**config.mk**
```make
export PLATFORM = sky130hd
export DESIGN_NAME = lrg_gate
export DESIGN_NICKNAME = d
export VERILOG_FILES = /design/src/inc/lrg_pkg.sv /design/src/logic/lrg_sync.sv /design/src/logic/lrg_gate.sv
export VERILOG_INCLUDE_DIRS = /design/src /design/src/inc
export SDC_FILE = /design/constraint.sdc
export NUM_CORES = 1
export LEC_CHECK = 0
export ABC_AREA = 0
export BUFFER_PORTS_ARGS = -buffer_cell sky130_fd_sc_hd__buf_2
export CELL_PAD_IN_SITES_DETAIL_PLACEMENT = 0
export CELL_PAD_IN_SITES_GLOBAL_PLACEMENT = 1
export CORE_ASPECT_RATIO = 0.75
export CORE_MARGIN = 1.5
export CORE_UTILIZATION = 39
export DETAILED_ROUTE_END_ITERATION = 16
export PLACE_DENSITY = 0.87
export SLEW_MARGIN = 40
export SYNTH_ARGS = -nofsm -noshare
export SYNTH_HDL_FRONTEND = slang
export SYNTH_HIERARCHICAL = 1
export SYNTH_SLANG_ARGS = --single-unit
```
**constraint.sdc**
```tcl
create_clock -name clk -period 2.8 [get_ports clk]
set_input_delay 0.42 -clock clk [delete_from_list [all_inputs] [get_ports clk]]
set_output_delay 0.42 -clock clk [all_outputs]
set_load 0.05 [all_outputs]
```
**src/inc/lrg_regs.svh**
```systemverilog
`ifndef LRG_REGS_SVH
`define LRG_REGS_SVH

// Sub-addresses on the serial link, one byte each
`define LRG_A_LOC_SEL    8'h00
`define LRG_A_ACCESS     8'h04
`define LRG_A_INT_EN     8'h08
`define LRG_A_INT_STS    8'h10
`define LRG_A_CAP        8'h14
`define LRG_A_STS        8'h18
`define LRG_A_FIFO       8'h24
`define LRG_A_DEV_ADDR   8'h38
`define LRG_A_CSUM_EN    8'h40
`define LRG_A_DATA_CSUM  8'h44
`define LRG_A_ID         8'h48
`define LRG_A_REV        8'h4C
`define LRG_A_HASH_START 8'h50
`define LRG_A_HASH_DATA  8'h54
`define LRG_A_HASH_END   8'h58

// Local register port, byte addresses of 32-bit words
`define LRG_B_INT_STS    8'h00
`define LRG_B_INT_MASK   8'h04
`define LRG_B_STATE      8'h08
`define LRG_B_DEV_ADDR   8'h0C

// Access register fields
`define LRG_ACC_REQ      1
`define LRG_ACC_ACTIVE   5
`define LRG_ACC_VALID    8'h80
`define LRG_ACC_ACT_VAL  8'h20

// Event bits of the interrupt status
`define LRG_EV_W         6
`define LRG_EV_CMD       0
`define LRG_EV_HSTART    1
`define LRG_EV_HEND      2
`define LRG_EV_NACK      3
`define LRG_EV_GRANT     4
`define LRG_EV_CORE      5

// Reset values and fixed codes
`define LRG_DEV_ADDR_RST 7'h2E
`define LRG_BLOCKED      8'hFF
`define LRG_HASH_LOC     8'h04
`define LRG_BITS_BYTE    4'h8
`define LRG_LAST_BIT     4'h7

`endif

```
**src/inc/lrg_pkg.sv**
```systemverilog
package lrg_pkg;

   typedef enum logic [3:0] {
      PH_IDLE,
      PH_ADDR,
      PH_AACK,
      PH_SUB,
      PH_SACK,
      PH_WR,
      PH_WACK,
      PH_RD,
      PH_RACK
   } lrg_phase_t;

   typedef struct packed {
      logic        wr;
      logic        rd;
      logic [7:0]  addr;
      logic [31:0] wdata;
   } lrg_bus_req_t;

   typedef struct packed {
      logic       fifo_wr;
      logic       fifo_pop;
      logic       sts_wr;
      logic       hash_start;
      logic       hash_data;
      logic       hash_end;
      logic [7:0] data;
   } lrg_cmd_t;

   typedef struct packed {
      lrg_phase_t  phase;
      logic        scl_q;
      logic        sda_q;
      logic [3:0]  cnt;
      logic [7:0]  sh;
      logic [7:0]  tx;
      logic        rw;
      logic        acked;
      logic [7:0]  sub;
      logic        sda_oe;
      logic        sda_o;
      logic        grant;
      logic [7:0]  grant_loc;
      logic [7:0]  loc_sel;
      logic [5:0]  int_sts;
      logic [5:0]  int_en;
      logic        csum_en;
      logic [7:0]  csum;
      logic [6:0]  dev_addr;
      lrg_cmd_t    cmd;
      logic [31:0] bus_rdata;
      logic        irq;
   } lrg_regs_t;

endpackage : lrg_pkg

```
**src/logic/lrg_sync.sv**
```systemverilog
`timescale 1ns/1ps
`default_nettype none
module lrg_sync
#(
   parameter int         WIDTH   = 2,
   parameter logic [1:0] RST_VAL = 2'h3
)(
   input  wire logic             clk,
   input  wire logic             rst_n,
   input  wire logic [WIDTH-1:0] d,
   output var  logic [WIDTH-1:0] q
);

   logic [1:0][WIDTH-1:0] st_r;
   logic [1:0][WIDTH-1:0] st_nxt;

   if (WIDTH < 1 || WIDTH > 2)
   begin : g_bad_width
      $error("lrg_sync: WIDTH must be 1 or 2");
   end

   always_comb
   begin
      st_nxt[0] = d;
      st_nxt[1] = st_r[0];
   end

   always_ff @(posedge clk)
   begin
      if (!rst_n)
      begin
         st_r[0] <= RST_VAL[WIDTH-1:0];
         st_r[1] <= RST_VAL[WIDTH-1:0];
      end
      else
      begin
         st_r <= st_nxt;
      end
   end

   assign q = st_r[1];

endmodule : lrg_sync
`default_nettype wire

```
**src/logic/lrg_gate.sv**
```systemverilog
// What this block does
// [RULE1] Ungranted locality: status/data/hash reads 0xFF, writes dropped
// [RULE2] Access, select, enable, address registers always usable
// [RULE3] Granted locality reads data, status; updates status
// [RULE4] Granted locality's data writes become command bytes
// [RULE5] Hash start with no grant grants locality four
// [RULE6] Granted hash end accepted, drops the grant
// [RULE7] Address mismatch answers NACK
// [RULE8] Busy core may NACK own address
// [RULE9] Master repeats whole cycle after NACK
// [RULE10] Master waits about 2ms before retry
// [RULE11] Read-only registers readable, writes ignored
//
// Design decisions made here: the address-and-strobe port and the placing of the registers.
`timescale 1ns/1ps
`default_nettype none
`include "lrg_regs.svh"
module lrg_gate
   import lrg_pkg::*;
#(
   parameter logic [7:0] ID_VALUE  = 8'h5A, // Arbitrary value
   parameter logic [7:0] REV_VALUE = 8'h01, // Arbitrary value
   parameter logic [7:0] CAP_VALUE = 8'h00
)(
   input  wire logic         clk,
   input  wire logic         rst_n,
   input  wire logic         scl_i,
   input  wire logic         sda_i,
   output var  logic         sda_o,
   output var  logic         sda_oe,
   input  wire lrg_bus_req_t bus_req,
   output var  logic [31:0]  bus_rdata,
   input  wire logic         core_busy,
   input  wire logic [7:0]   core_sts,
   input  wire logic [7:0]   core_fifo_data,
   input  wire logic         core_evt,
   output var  lrg_cmd_t     cmd,
   output var  logic         irq
);

   lrg_regs_t  r;
   lrg_regs_t  n;
   logic [1:0] pin_s;
   logic       scl_s;
   logic       sda_s;
   logic       perm;

   // Pins come from another domain
   lrg_sync #(
      .WIDTH   (2),
      .RST_VAL (2'h3)
   ) u_sync (
      .clk   (clk),
      .rst_n (rst_n),
      .d     ({scl_i, sda_i}),
      .q     (pin_s)
   );

   assign scl_s = pin_s[1];
   assign sda_s = pin_s[0];

   // Accessing locality is the one holding the grant
   assign perm = r.grant && (r.grant_loc == r.loc_sel);

   // Data and hash data ports stay put so bursts hit the same port
   function automatic logic [7:0] step_sub(input logic [7:0] a);
      logic [7:0] v;
      v = a + 8'h01;
      if (a == `LRG_A_FIFO || a == `LRG_A_HASH_DATA)
      begin
         v = a;
      end
      return v;
   endfunction : step_sub

   function automatic logic [7:0] rd_val(input logic [7:0] a);
      logic [7:0] v;
      v = `LRG_BLOCKED;
      case (a)
         `LRG_A_LOC_SEL:   v = r.loc_sel; // RULE2
         `LRG_A_ACCESS:    v = `LRG_ACC_VALID | (perm ? `LRG_ACC_ACT_VAL : 8'h00); // RULE2
         `LRG_A_INT_EN:    v = {2'b00, r.int_en}; // RULE2
         `LRG_A_INT_STS:   v = {2'b00, r.int_sts}; // RULE2
         `LRG_A_DEV_ADDR:  v = {1'b0, r.dev_addr}; // RULE2
         `LRG_A_CSUM_EN:   v = {7'h00, r.csum_en}; // RULE2
         `LRG_A_CAP:       v = CAP_VALUE; // RULE11
         `LRG_A_DATA_CSUM: v = r.csum; // RULE11
         `LRG_A_ID:        v = ID_VALUE; // RULE11
         `LRG_A_REV:       v = REV_VALUE; // RULE11
         `LRG_A_STS:
         begin
            if (perm)
            begin
               v = core_sts; // RULE3
            end
         end
         `LRG_A_FIFO:
         begin
            if (perm)
            begin
               v = core_fifo_data; // RULE3
            end
         end
         // Hash registers and holes read as blocked
         default: v = `LRG_BLOCKED; // RULE1
      endcase
      return v;
   endfunction : rd_val

   always_comb
   begin
      logic       rise;
      logic       fall;
      logic       start;
      logic       stop;
      logic       wr_go;
      logic       rd_go;
      logic [7:0] wr_addr;
      logic [7:0] wr_data;
      logic [7:0] rd_addr;
      logic [7:0] rv;
      logic [5:0] ev;
      logic [5:0] clr;
      n       = r;
      rise    = scl_s & ~r.scl_q;
      fall    = ~scl_s & r.scl_q;
      start   = scl_s & r.scl_q & r.sda_q & ~sda_s;
      stop    = scl_s & r.scl_q & ~r.sda_q & sda_s;
      wr_go   = 1'b0;
      rd_go   = 1'b0;
      wr_addr = r.sub;
      wr_data = r.sh;
      rd_addr = r.sub;
      rv      = `LRG_BLOCKED;
      ev      = '0;
      clr     = '0;
      n.scl_q = scl_s;
      n.sda_q = sda_s;
      n.cmd   = '0;
      n.sda_o = 1'b0;

      // Link sequencing; START or STOP aborts any phase
      if (start)
      begin
         n.phase  = PH_ADDR;
         n.cnt    = '0;
         n.sda_oe = 1'b0;
      end
      else if (stop)
      begin
         n.phase  = PH_IDLE;
         n.sda_oe = 1'b0;
      end
      else if (rise)
      begin
         case (r.phase)
            PH_ADDR, PH_SUB, PH_WR:
            begin
               n.sh  = {r.sh[6:0], sda_s};
               n.cnt = r.cnt + 4'h1;
            end
            PH_RACK: n.acked = ~sda_s;
            default: n.acked = r.acked;
         endcase
      end
      else if (fall)
      begin
         case (r.phase)
            PH_ADDR:
            begin
               if (r.cnt == `LRG_BITS_BYTE)
               begin
                  n.cnt = '0;
                  if (r.sh[7:1] == r.dev_addr && !core_busy) // RULE7 RULE8
                  begin
                     n.sda_oe = 1'b1;
                     n.rw     = r.sh[0];
                     n.phase  = PH_AACK;
                  end
                  else
                  begin
                     // Nothing is kept; the master repeats the cycle
                     n.phase = PH_IDLE; // RULE9
                     ev[`LRG_EV_NACK] = r.sh[7:1] == r.dev_addr;
                  end
               end
            end
            PH_AACK:
            begin
               if (r.rw)
               begin
                  rd_go   = 1'b1;
                  rd_addr = r.sub;
               end
               else
               begin
                  n.sda_oe = 1'b0;
                  n.phase  = PH_SUB;
               end
            end
            PH_SUB:
            begin
               if (r.cnt == `LRG_BITS_BYTE)
               begin
                  n.sub    = r.sh;
                  n.sda_oe = 1'b1;
                  n.cnt    = '0;
                  n.phase  = PH_SACK;
               end
            end
            PH_SACK, PH_WACK:
            begin
               n.sda_oe = 1'b0;
               n.phase  = PH_WR;
            end
            PH_WR:
            begin
               if (r.cnt == `LRG_BITS_BYTE)
               begin
                  wr_go    = 1'b1;
                  n.sub    = step_sub(r.sub);
                  n.sda_oe = 1'b1;
                  n.cnt    = '0;
                  n.phase  = PH_WACK;
               end
            end
            PH_RD:
            begin
               if (r.cnt == `LRG_LAST_BIT)
               begin
                  n.sda_oe = 1'b0;
                  n.phase  = PH_RACK;
               end
               else
               begin
                  n.cnt    = r.cnt + 4'h1;
                  n.tx     = {r.tx[6:0], 1'b0};
                  n.sda_oe = ~r.tx[6];
               end
            end
            PH_RACK:
            begin
               if (r.acked)
               begin
                  rd_go   = 1'b1;
                  rd_addr = step_sub(r.sub);
                  n.sub   = step_sub(r.sub);
               end
               else
               begin
                  n.phase = PH_IDLE;
               end
            end
            default: n.phase = PH_IDLE;
         endcase
      end

      // Byte out: open drain, low driven for a zero bit
      if (rd_go)
      begin
         rv       = rd_val(rd_addr);
         n.tx     = rv;
         n.sda_oe = ~rv[7];
         n.cnt    = '0;
         n.phase  = PH_RD;
         if (rd_addr == `LRG_A_FIFO && perm)
         begin
            n.cmd.fifo_pop = 1'b1; // RULE3
         end
      end

      // Local register port; link writes below take precedence
      n.bus_rdata = '0;
      if (bus_req.rd)
      begin
         case (bus_req.addr)
            `LRG_B_INT_STS:  n.bus_rdata = {26'h000_0000, r.int_sts};
            `LRG_B_INT_MASK: n.bus_rdata = {26'h000_0000, r.int_en};
            `LRG_B_STATE:    n.bus_rdata = {15'h0000, r.grant, r.grant_loc, r.loc_sel};
            `LRG_B_DEV_ADDR: n.bus_rdata = {25'h000_0000, r.dev_addr};
            default:         n.bus_rdata = '0;
         endcase
         if (bus_req.addr == `LRG_B_INT_STS)
         begin
            clr = r.int_sts;
         end
      end
      if (bus_req.wr)
      begin
         case (bus_req.addr)
            `LRG_B_INT_MASK: n.int_en = bus_req.wdata[5:0];
            `LRG_B_DEV_ADDR: n.dev_addr = bus_req.wdata[6:0];
            default:         n.int_en = r.int_en;
         endcase
      end

      // Link register writes; status, data, hash data and hash end gated by the grant
      if (wr_go)
      begin
         case (wr_addr)
            `LRG_A_LOC_SEL:  n.loc_sel = wr_data; // RULE2
            `LRG_A_INT_EN:   n.int_en = wr_data[5:0]; // RULE2
            `LRG_A_INT_STS:  clr = clr | wr_data[5:0]; // RULE2
            `LRG_A_DEV_ADDR: n.dev_addr = wr_data[6:0]; // RULE2
            `LRG_A_CSUM_EN:
            begin
               n.csum_en = wr_data[0]; // RULE2
               n.csum    = '0;
            end
            `LRG_A_ACCESS:
            begin
               if (wr_data[`LRG_ACC_REQ] && !r.grant) // RULE2
               begin
                  n.grant     = 1'b1;
                  n.grant_loc = r.loc_sel;
                  ev[`LRG_EV_GRANT] = 1'b1;
               end
               else if (wr_data[`LRG_ACC_ACTIVE] && perm)
               begin
                  n.grant = 1'b0;
                  ev[`LRG_EV_GRANT] = 1'b1;
               end
            end
            `LRG_A_STS:
            begin
               if (perm) // RULE1
               begin
                  n.cmd.sts_wr = 1'b1; // RULE3
                  n.cmd.data   = wr_data;
               end
            end
            `LRG_A_FIFO:
            begin
               if (perm) // RULE1
               begin
                  n.cmd.fifo_wr = 1'b1; // RULE4
                  n.cmd.data    = wr_data;
                  ev[`LRG_EV_CMD] = 1'b1;
                  if (r.csum_en)
                  begin
                     n.csum = r.csum + wr_data;
                  end
               end
            end
            `LRG_A_HASH_START:
            begin
               if (!r.grant)
               begin
                  n.grant        = 1'b1; // RULE5
                  n.grant_loc    = `LRG_HASH_LOC;
                  n.cmd.hash_start = 1'b1;
                  n.csum         = '0;
                  ev[`LRG_EV_HSTART] = 1'b1;
                  ev[`LRG_EV_GRANT]  = 1'b1;
               end
               else if (perm)
               begin
                  n.cmd.hash_start = 1'b1;
                  ev[`LRG_EV_HSTART] = 1'b1;
               end
            end
            `LRG_A_HASH_DATA:
            begin
               if (perm) // RULE1
               begin
                  n.cmd.hash_data = 1'b1;
                  n.cmd.data      = wr_data;
               end
            end
            `LRG_A_HASH_END:
            begin
               if (perm) // RULE1
               begin
                  n.cmd.hash_end = 1'b1; // RULE6
                  n.grant        = 1'b0;
                  ev[`LRG_EV_HEND]  = 1'b1;
                  ev[`LRG_EV_GRANT] = 1'b1;
               end
            end
            // Read-only registers and holes ignore writes
            default: n.csum = n.csum; // RULE11
         endcase
      end

      // Set wins over a clear in the same cycle
      ev[`LRG_EV_CORE] = core_evt;
      n.int_sts = (r.int_sts & ~clr) | ev;
      n.irq     = |(n.int_sts & n.int_en);
   end

   always_ff @(posedge clk)
   begin
      if (!rst_n)
      begin
         r          <= '0;
         r.scl_q    <= 1'b1;
         r.sda_q    <= 1'b1;
         r.dev_addr <= `LRG_DEV_ADDR_RST;
      end
      else
      begin
         r <= n;
      end
   end

   assign sda_o     = r.sda_o;
   assign sda_oe    = r.sda_oe;
   assign bus_rdata = r.bus_rdata;
   assign cmd       = r.cmd;
   assign irq       = r.irq;

endmodule : lrg_gate
`default_nettype wire

```
==> impl_metrics.csv <==
group,metric,value,unit
power,power,4330,uW
global_routing,grt_pass1_wl,37700,um
global_routing,overflow,0,
power,p_per_area,454,mW/mm2
synth,synth_top_area_share,0.325,
floorplan,die_w,160,um
sta,final-max-slew-violation-count,0,
placement,gp_routability_congestion,1.01,
cells_and_area,final_cells,1293,
floorplan,chipHeight,121,um
run_status,violations,"setup timing",
run_status,status,"finished, violations left",
sta,finalClockSkew,0.0112,ns
global_routing,grt_pass1_vias,6676,
worst_setup_path,cp_max_fo,6,
synth,synth_top_area_cell,"dfxtp_1",
cells_and_area,drive_gt1_frac,0.329,
power,switching_share,0.258,
power,comb_power_share,0.071,
synth,synth_ff_type,"dfxtp_1",
floorplan,core_area,0.0179,mm2
power,switchingPower,1120,uW
cells_and_area,post-route-util,0.534,
cells_and_area,multi_input_area,0.00463,mm2
detailed_routing,drt_iter0_drc,968,
clock_tree,cts.sinks,117,
sta,hold_violations,0,
worst_setup_path,critPathCaptureType,"flip-flop",
worst_setup_path,critical_path_arrival,3.24,ns
power,power.share.sequential,0.390,
cells_and_area,nFillCells,1649,
clock_tree,cts_buffer_depth,2,
global_routing,antenna_found_initial,3,
cells_and_area,nets,1116,
worst_setup_path,startpoint_type,"flip-flop",
worst_setup_path,cp.required,3.10,ns
clock_tree,htree_levels,4,
sta,finalCritPeriodShare,1.05,
detailed_routing,num_vias,7424,
synth,netlist_top_cells_count,"dfxtp_1 (117), nor2_1 (82), nand2_1 (76)",
synth,synth_cell_types,87,
floorplan,ios,113,
placement,pre_cts_ws,-0.218,ns
sta,fmax,340,MHz
placement,dpl.cell_count,1244,
synth,synthesis.area,0.00722,mm2
floorplan,die_area,0.0193,mm2
sta,layout_min_cycle_time,2.94,ns
detailed_routing,drc,0,
flow_run,maxCapViolations,0,
clock_tree,cts_tree,"built",
floorplan,start_util,0.404,
synth,synthCells,870,
sta,setup_viol,7,
detailed_routing,wl_per_cell,19.4,um
sta,rsz0062_at_grt,"true",
global_routing,grt_max_degree,58,
synth,yosys_warnings,6,
synth,ys_seq_area_frac,0.325,
floorplan,num_rows,42,
power,power.share.clock,0.539,
clock_tree,clkLatencyLatePin,0.43,ns
clock_tree,cts_root_buffer,"clkbuf_16",
clock_tree,cts_buffers,17,
min_path,min_path_type,"input pin to flip-flop",
worst_setup_path,crit_type,"flip-flop to flip-flop",
detailed_routing,viasPerCell,5.74,
detailed_routing,ant_nets,0,
power,p_int,3210,uW
detailed_routing,dr.pass1.iters,5,
placement,port_buffers,71,
sta,worstMarginPinSlew,0.700,ns
detailed_routing,wirelength,25100,um
synth,syn_area_per_cell,8.29,um2
synth,synth_edf_count,0,
sta,fin_ws,-0.141,ns
global_routing,grt_usage,0.257,
synth,synth_area_leaders,"dfxtp_1 (32%), buf_4 (4.9%), mux2i_1 (4.7%), a21oi_1 (4.5%), nor2_1 (4.3%)",
synth,synth.most_common_cell,"dfxtp_1",
synth,synth-seq-cells,117,
power,cellLeakagePower,0.00399,uW
sta,slew_headroom,0.534,
cells_and_area,seqCellArea,0.00235,mm2
power,ir_worst_vdd,0.348,mV
synth,synth-async-reset-ratio,0,
cells_and_area,area_growth,32.2,%
placement,hpwl,18600,um
clock_tree,cts.clk_slew.worst_paths,0.06,ns
-- critical path: stages, from the launching register on --
cell and delay [ns]:
dfxtp_1 0.38, ha_1 0.30, nand3_1 0.25, nor2_1 0.34, a21boi_0 0.21, nor2_1 0.32, nor4_4 0.10, a222oi_1 0.59
and3_1 0.24, a31oi_1 0.08
-- metal layers --
metal / vias up / GRT usage / part of all wire
met5: - / 0 / 0.00072
met4: 2 / 0.0958 / 0.028
met3: 56 / 0.0885 / 0.11
met2: 375 / 0.363 / 0.41
met1: 3561 / 0.358 / 0.45
li1: 3430 / - / -
-- cell type report --
cell class                 instances  area share
antenna                            2    0.000525
inverter                          21     0.00826
tap                              242      0.0317
clock inverter                    15      0.0202
sequential                       117       0.246
multi-input combinational        655       0.485
timing repair buffer             224       0.163
clock buffer                      17      0.0446
-- cells by family after synthesis --
kind of cell               after synthesis  synth area share
other                                    1          0.000520
and+or+nand+nor                        343             0.250
adders and majority gates               16            0.0288
DFF                                    117             0.325
AOI/OAI and AO/OA                      205             0.200
muxes                                   46            0.0753
xor gates and xnor gates                29            0.0352
buffers and inverters                  113            0.0862
-- repair_timing --
item / 4_1_cts / 5_1_grt
setup buffers: 9 / 6
gates resized for setup: 32 / 31
setup endpoints to repair: 9 / 9
hold buffers: 0 / 0
gates cloned: 0 / 0
pin swaps: 18 / 12
-- stage by stage --
step / TNS [ns] / area, um2 / hold slack [ns]
3_3_place_gp: -1.05 / 8530 / 0.392
3_5_place_dp: -1.44 / 8530 / 0.399
6_report: -0.438 / 9540 / 0.170
4_1_cts: -0.0372 / 9360 / 0.166
2_1_floorplan: -0.0325 / 7360 / 0.386
5_1_grt: -1.16 / 9540 / 0.165
-- state kept, by name (all words and copies together), names as in the netlist --
| name | cells |
|---|---|
| r | 80 |
| bus_rdata | 17 |
| cmd | 14 |
| irq | 1 |
| u_sync/q | 2 |
| sda_oe | 1 |
| u_sync/st_nxt | 2 |
-- path summary, 6_finish.rpt --
path / cells past startpoint / endpoint / slack [ns] / start
max: 9 / r[108]$_SDFFE_PN0P_ / -0.14 / r[94]$_SDFFE_PN0P_
min: 2 / u_sync/st_nxt[3]$_SDFF_PN1_ / 0.17 / scl_i
max reg2reg: 9 / r[108]$_SDFFE_PN0P_ / -0.14 / r[94]$_SDFFE_PN0P_
min reg2reg: 1 / u_sync/q[1]$_SDFF_PN1_ / 0.41 / u_sync/st_nxt[3]$_SDFF_PN1_
-- power by group through the flow --
stage	clock [uW]	combinational [uW]	sequential, uW
after floorplan	0	199	1720
after global placement	0	295	1720
after detailed placement	0	295	1720
after CTS	2340	299	1680
after global routing	2420	330	1690
final	2330	309	1690
-- cell usage in the layout, fill, tap and decap left out, types with 14 or more instances in the layout --
master and instances:
dfxtp_1 112, o21ai_0 25, mux2i_1 34, nand3_1 35, nor3_1 24, xor2_1 14, inv_1 19, nor2_1 78
conb_1 16, a21oi_1 63, xnor2_1 15, and2_1 27, clkbuf_16 17, nand2_1 74, buf_4 143, buf_2 71
Power figures use the tool's default switching activity.
